$ cat config.mk
export PLATFORM = sky130hd
export DESIGN_NAME = uei_irq_aggregator
export DESIGN_NICKNAME = d
export VERILOG_FILES = /design/src/design/uei_pkg.sv /design/src/design/uei_irq_aggregator.sv
export VERILOG_INCLUDE_DIRS = /design/src /design/src/design
export SDC_FILE = /design/constraint.sdc
export NUM_CORES = 1
export LEC_CHECK = 0
export BUFFER_PORTS_ARGS = -buffer_cell sky130_fd_sc_hd__buf_2
export CAP_MARGIN = 30
export CORE_ASPECT_RATIO = 0.6
export CORE_MARGIN = 3
export CORE_UTILIZATION = 45
export CTS_BUF_LIST = sky130_fd_sc_hd__clkbuf_4
export DETAILED_ROUTE_END_ITERATION = 8
export PLACE_DENSITY = 0.82
export SYNTH_ARGS = -nofsm -noshare
export SYNTH_HDL_FRONTEND = slang
export SYNTH_SLANG_ARGS = --single-unit
$ cat constraint.sdc
create_clock -name clk -period 5.7 [get_ports clk]
set_input_delay 0.57 -clock clk [delete_from_list [all_inputs] [get_ports clk]]
set_output_delay 0.57 -clock clk [all_outputs]
set_load 0.01 [all_outputs]
$ cat src/design/uei_defs.svh
// constants for the endpoint interrupt aggregator
// assumes inclusion by the aggregator module and the testbench only
//
// Function
// [RULE1] flag sets when any endpoint source active
// [RULE2] sources: txdone, two rx banks, setup, stall
// [RULE3] request only when endpoint enable bit set
// [RULE4] flag clears by hardware when sources clear
// [RULE5] enable register: one bit per endpoint 0..6
// [RULE6] enable zero masks request, flag still tracks
// [RULE7] endpoints 2 to 4 behave like 0 and 1
// [RULE8] bit 7 reads zero; enables, flags reset zero
`ifndef UEI_DEFS_SVH
`define UEI_DEFS_SVH

// ----------------------------------------
// register map (byte addresses)
// ----------------------------------------
`define UEI_IRQ_ENABLE_INDEX  8'hC2
`define UEI_IRQ_ENABLE_ADDR   12'h308
`define UEI_FLAG_ADDR         12'h000
`define UEI_EVENT_STAT_ADDR   12'h004
`define UEI_EVENT_MASK_ADDR   12'h008

// ----------------------------------------
// field layout and resets
// ----------------------------------------
`define UEI_NUM_EP            7
`define UEI_EN_MASK           8'h7F
`define UEI_RESET_VALUE       8'h00

`endif

$ cat src/design/uei_pkg.sv
// types for the endpoint interrupt aggregator
// assumes uei_defs.svh is on the include path
package uei_pkg;

	// ----------------------------------------
	// per-endpoint source bundle
	// ----------------------------------------
	typedef struct packed {
		logic txComplete;
		logic rxOutBank0;
		logic rxOutBank1;
		logic setupReceived;
		logic stallCrcStatus;
	} uei_src_type;

	// ----------------------------------------
	// apb request as seen by the slave
	// ----------------------------------------
	typedef struct packed {
		logic        psel;
		logic        penable;
		logic        pwrite;
		logic [11:0] paddr;
		logic [31:0] pwdata;
	} uei_apb_req_type;

endpackage : uei_pkg

$ cat src/design/uei_irq_aggregator.sv
// endpoint interrupt aggregator with apb register slave
// assumes endpoint status logic outside drives the sources synchronously
`timescale 1ns/10ps
`include "uei_defs.svh"

module uei_irq_aggregator #(
	parameter int NUM_EP = `UEI_NUM_EP
) (
	// clock and reset
	input  wire logic                     clk,
	input  wire logic                     rst,
	// endpoint status sources
	input  wire uei_pkg::uei_src_type     epSrc [NUM_EP],
	// apb slave
	input  wire uei_pkg::uei_apb_req_type apbReq,
	output logic                          pready,
	output logic [31:0]                   prdata,
	output logic                          pslverr,
	// interrupt outputs
	output logic                          usbIrq,
	output logic                          eventIrq
);

	// ----------------------------------------
	// apb phase decode
	// ----------------------------------------
	// setup cycle; the answer comes from flops one cycle later
	wire logic setupCyc  = apbReq.psel && !apbReq.penable;
	// completing edge: request still held and pready high
	wire logic doneCyc   = apbReq.psel && apbReq.penable && pready;
	// writes and read side effects land on the completing edge only
	wire logic wrAcc     = doneCyc && apbReq.pwrite;
	wire logic rdAcc     = doneCyc && !apbReq.pwrite;
	wire logic rdSetup   = setupCyc && !apbReq.pwrite;
	wire logic hitEnable = apbReq.paddr == `UEI_IRQ_ENABLE_ADDR;
	wire logic hitFlag   = apbReq.paddr == `UEI_FLAG_ADDR;
	wire logic hitStat   = apbReq.paddr == `UEI_EVENT_STAT_ADDR;
	wire logic hitMask   = apbReq.paddr == `UEI_EVENT_MASK_ADDR;
	wire logic mapped    = hitEnable | hitFlag | hitStat | hitMask;

	// ----------------------------------------
	// state
	// ----------------------------------------
	logic [7:0] endpointIrqEnable_reg;
	logic [7:0] flag_reg;
	logic [7:0] evStat_reg;
	logic [7:0] evMask_reg;
	logic [7:0] srcAny;

	// ----------------------------------------
	// per-endpoint source or
	// ----------------------------------------
	// spare lanes stay zero so bit 7 can never flag
	for (genvar i = 0; i < 8; i++) begin : g_ep
		if (i < NUM_EP) begin : g_used
			assign srcAny[i] = |epSrc[i]; // [RULE1] [RULE2] [RULE7]

		end else begin : g_spare
			assign srcAny[i] = 1'b0; // [RULE8]
		end
	end

	// ----------------------------------------
	// next values
	// ----------------------------------------
	// flag is a registered copy of the or; no software path clears it
	wire logic [7:0] flag_next = srcAny; // [RULE4] [RULE6]
	// rising edge of a flag is the event for the sticky status
	wire logic [7:0] rise = flag_next & ~flag_reg;
	wire logic [7:0] gated = flag_next & endpointIrqEnable_reg; // [RULE3]
	wire logic [7:0] wrByte = apbReq.pwdata[7:0] & `UEI_EN_MASK; // [RULE8]
	wire logic [7:0] endpointIrqEnable_next = (wrAcc && hitEnable) ?
		wrByte : endpointIrqEnable_reg; // [RULE5]
	// only bits that were reported get cleared, so an event that
	// lands between setup and completion stays pending
	wire logic [7:0] statClr = (rdAcc && hitStat) ? prdata[7:0] : 8'h00;
	// set wins over the read clear
	wire logic [7:0] evStat_next = (evStat_reg & ~statClr) | rise;
	wire logic [7:0] evMask_next = (wrAcc && hitMask) ?
		wrByte : evMask_reg;
	wire logic [7:0] rdSel = hitEnable ? endpointIrqEnable_reg :
		hitFlag ? flag_reg : hitStat ? evStat_reg :
		hitMask ? evMask_reg : 8'h00;
	wire logic [31:0] prdata_next = setupCyc ?
		{24'h000000, rdSel} : 32'h0000_0000;

	// ----------------------------------------
	// registers
	// ----------------------------------------
	always_ff @(posedge clk) begin
		if (rst) begin
			endpointIrqEnable_reg <= `UEI_RESET_VALUE; // [RULE8]
			flag_reg              <= `UEI_RESET_VALUE; // [RULE8]
			evStat_reg            <= `UEI_RESET_VALUE;
			evMask_reg            <= `UEI_RESET_VALUE;
			usbIrq                <= 1'b0;
			eventIrq              <= 1'b0;
			pready                <= 1'b0;
			prdata                <= 32'h0000_0000;
			pslverr               <= 1'b0;
		end else begin
			endpointIrqEnable_reg <= endpointIrqEnable_next;
			flag_reg              <= flag_next;
			evStat_reg            <= evStat_next;
			evMask_reg            <= evMask_next;
			usbIrq                <= |gated; // [RULE3]
			eventIrq              <= |(evStat_next & evMask_next);
			pready                <= setupCyc;
			prdata                <= prdata_next;
			pslverr               <= setupCyc && !mapped;
		end
	end
endmodule : uei_irq_aggregator

# Word level (Yosys, flattened, before mapping)
# Index checks and enable logic that the tools add are counted.
[totals]
ff_bits = 67
elab_cells = 54
[op_classes]
eq_ne = 3
mux = 6
bitwise = 11
reduce_logical = 23
[op_table]
columns = ["cell", "count"]
rows = [
  ["2-to-1 mux 8 bit", 6],
  ["OR reduction 5 bit", 7],
  ["AND 8 bit", 2],
  ["NOT 8 bit", 2],
  ["OR reduction 8 bit", 2],
  ["equality test 12 x 10 -> 1 bit, second input constant", 1],
  ["equality test 12 x 3 -> 1 bit, second input constant", 1],
  ["equality test 12 x 4 -> 1 bit, second input constant", 1],
  ["zero test 12 bit", 1],
  ["logical AND 1 bit", 9],
  ["AND 7 x 8 -> 8 bit", 1],
  ["bitwise OR 8 bit", 1],
  ["AND 7 bit", 1],
  ["zero test 1 bit", 3],
  ["bitwise OR 1 bit", 3],
  ["OR reduction 2 bit", 1],
  ["NOT 1 bit", 1],
]

# Depth between registers and ports, before layout
[logic_depth]
depth_word = 10
ltp_mapped = 7
mapped_depth_nobuf = 5

# Worst setup path after synthesis
# Ideal clock, no wire load.
[synth_timing]
kind = "input to register"
from = "input port apbReq[39] (netlist name)"
to = "register eventIrq"
arrival_time_ns = 2.386
path_slack_ns = 3.176
stages = 6
n_path_buf = 1
path_cell_list = "or4_1 -> buf_2 -> or4_1 -> o41a_1 -> a32oi_1 -> a41oi_1"
[synth_between]
elab_chain_len = 8
elab_cells_between_ends = 11
[synth_rtl]
columns = ["item", "line_no", "text"]
rows = [
  ["from (decl)", "uei_irq_aggregator.sv:15", "input wire uei_pkg::uei_apb_req_type apbReq,"],
  ["equality test 12 x 3 -> 1 bit (no source line)", "-", ""],
  ["logical AND 1 bit", "uei_irq_aggregator.sv:76", "wire logic [7:0] statClr = (rdAcc && hitStat) ? prdata[7:0] : 8'h00;"],
  ["2-to-1 mux 8 bit", "uei_irq_aggregator.sv:76", ""],
  ["NOT 8 bit", "uei_irq_aggregator.sv:78", "wire logic [7:0] evStat_next = (evStat_reg & ~statClr) | rise;"],
  ["AND 8 bit", "uei_irq_aggregator.sv:78", ""],
  ["bitwise OR 8 bit", "uei_irq_aggregator.sv:78", ""],
  ["AND 8 bit *", "uei_irq_aggregator.sv:107", "eventIrq <= |(evStat_next & evMask_next);"],
  ["OR reduction 8 bit *", "uei_irq_aggregator.sv:107", ""],
  ["to (signal assigned)", "uei_irq_aggregator.sv:107", ""],
  ["to (decl)", "uei_irq_aggregator.sv:21", "output logic eventIrq"],
]
# Mark *: on every way between the ends. The rest lies on a longest branch, timed or not.
# A chain may end at the register's enable or synchronous reset.

# Worst setup path after layout
[layout_timing]
from = "input port apbReq[35] (netlist name)"
to = "register eventIrq"
# Same word-level chain as after synthesis.

==> flow_summary.ini <==
[worst_hold_path]
hold_path.class = in2reg

[yosys]
synthCells = 238
yosys.cell_count.top_type = dfxtp_1
synth_edf_count = 0
synth_top_area_share_pct = 40.8
synth_cell_types = 32
netlist_top_cells_area = dfxtp_1, buf_4, nor2_1
seq_area_frac_synth_pct = 40.8
synthFlopType = dfxtp_1
synth-async-reset-ratio_pct = 0
synth_area_um2 = 2060
syn-mean-instance-area_um2 = 8.66
ys_ff_latch = 42
synth_area_leader_cell = dfxtp_1
yosysWarnings = 0
synthTopCellsByCount = dfxtp_1, nor2_1, buf_4

[clocking]
cts-buffers-inserted = 5
cts_tree = done
cts_max_level = 2
postCtsResizedCells = 0
clkSlewWorstSetupHoldPaths_ns = 0.13
post_cts_buffers = 0
ctsLongestPathBuffers = 2
cts_sinks = 42
clk_latency_ns = 0.36
clockRootBuffer = clkbuf_4
holdBufCountCts = 0

[cells_and_area]
area_delta_synth_final_pct = 18.3
stdcell_count = 365
fin_area_um2 = 2440
n_antenna_cell = 0
final_nets = 388
drive_gt1_share_pct = 29.5
regArea_um2 = 841
fin_util_pct = 57.3
multiInputGateArea_um2 = 1050
fillers = 406

[worst_setup_path]
cp-end-kind = register
cp.arrival_ns = 3.11
critPathLaunchType = input port
path_class = in2reg
worstPathMaxFanout = 14
required_ns = 5.92

[timing]
maxSlewViolCount = 0
rsz0062_at_grt = no
timing.final.ws_setup_ns = 2.81
fin_setup_tns_ns = 0
fin_hold_ws_ns = 0.445
finalHoldViolations = 0
min_period_ns = 2.89
setup_violations = 0
slew_headroom_pct = 31.1
worstMarginPinSlew_ns = 1.02
max_freq_ghz = 0.346
finClkSkew_ns = 0.00813
fin_crit_sh_pct = 50.7

[pwr]
ir_drop_uv = 106
p_total_mw = 0.554
power.density_nw_per_um2 = 227
leakage_nw = 1.07

[floorplan]
die_w_um = 93.4
core_um2 = 4260
initial_core_util_pct = 48.4
dieArea_um2 = 5450
die_h_um = 58.4
io_pins = 120
fp-row-count = 18

[drt]
vias = 1846
wl_um = 5280
post-route-drc-count = 0
wl_per_cell_um = 14.5
drtIter0Drc = 110
viasPerCell = 5.06
drtAntennaViolNets = 0
drt_pre_antenna_iters = 4

[place]
portBuffers = 70
dpl_cell_area_um2 = 2360
pre_cts_ws_ns = 2.50
dp_cells = 357
dp_hpwl_um = 3950
globalplace.congestion = 0.815

[grt]
grt_max_degree = 34
grt_pass1_wl_um = 7910
antenna_found_initial = 0
grt_pass1_vias = 1677
gr-usage-met3_pct = 5.11
overflow = 0
grt_util_met2_pct = 27.3
grt.busiest_layer = met2
gr-usage-met1_pct = 27.0
grt_usage_pct = 18.7

[outcome]
outcome = finished, final reports clean

[run]
drv_cap = 0
cells by family (layout without fill, tap and decap cells):
group	after synthesis	count (layout)	synth area share, %
and+or+nand+nor	94	94	25.1
AOI/OAI and AO/OA	44	44	14.6
buffers and inverters	43	87	12.3
DFF	42	42	40.8
muxes	14	14	7.10
other	1	24	0.182
placed cells by master (no fill, tap or decap), types with 5 or more instances in the layout:
cell,synthesis,routed
nand2_1,19,19
conb_1,1,24
mux2i_1,9,9
or4_1,10,10
nand2b_1,7,7
nor2b_1,13,13
clkbuf_4,0,5
o221ai_1,5,5
inv_1,8,8
mux2_2,5,5
dfxtp_1,42,42
a22oi_1,10,10
nand3_1,7,7
nor2_1,27,27
buf_2,1,70
o21ai_0,14,14
a21oi_1,7,7
power breakdown:
group / leakage, nW / switching, mW / internal, mW
Sequential: 0.344 / 0.00469 / 0.301
Combinational: 0.684 / 0.0334 / 0.0257
Clock: 0.0450 / 0.0981 / 0.0909
routing by layer:
layer  share of wire (%)  wire length, um
met1                  44             2340
met2                  43             2290
met3                  12              632
met4                0.44               23
met5                   0                0
worst paths after layout:
kind / start / endpoint / slack, ns / depth (start not counted)
worst max register to register: pready / eventIrq / 2.98 / 5
worst min-delay path: epSrc[21] / flag_reg[2] / 0.45 / 3
worst max-delay path: apbReq[35] / eventIrq / 2.81 / 6
worst min register to register: evMask_reg[7] / evMask_reg[7] / 0.46 / 2
cell type report:
class                           instances  share of cell area (%)
Clock buffer                            5                    1.54
Clock inverter                          3                    1.64
Inverter                                8                    1.23
Multi-Input combinational cell        176                    43.2
Sequential cell                        42                    34.5
Tap cell                               60                    3.08
Timing Repair Buffer                   71                    14.8
critical path, stage by stage:
cell      delay (ns)
buf_2           0.22
or4b_2          0.71
nor4_2          0.78
o221ai_1        0.31
a22oi_1         0.32
a41oi_1         0.17
Note: power is estimated with default switching activity, not from simulation.
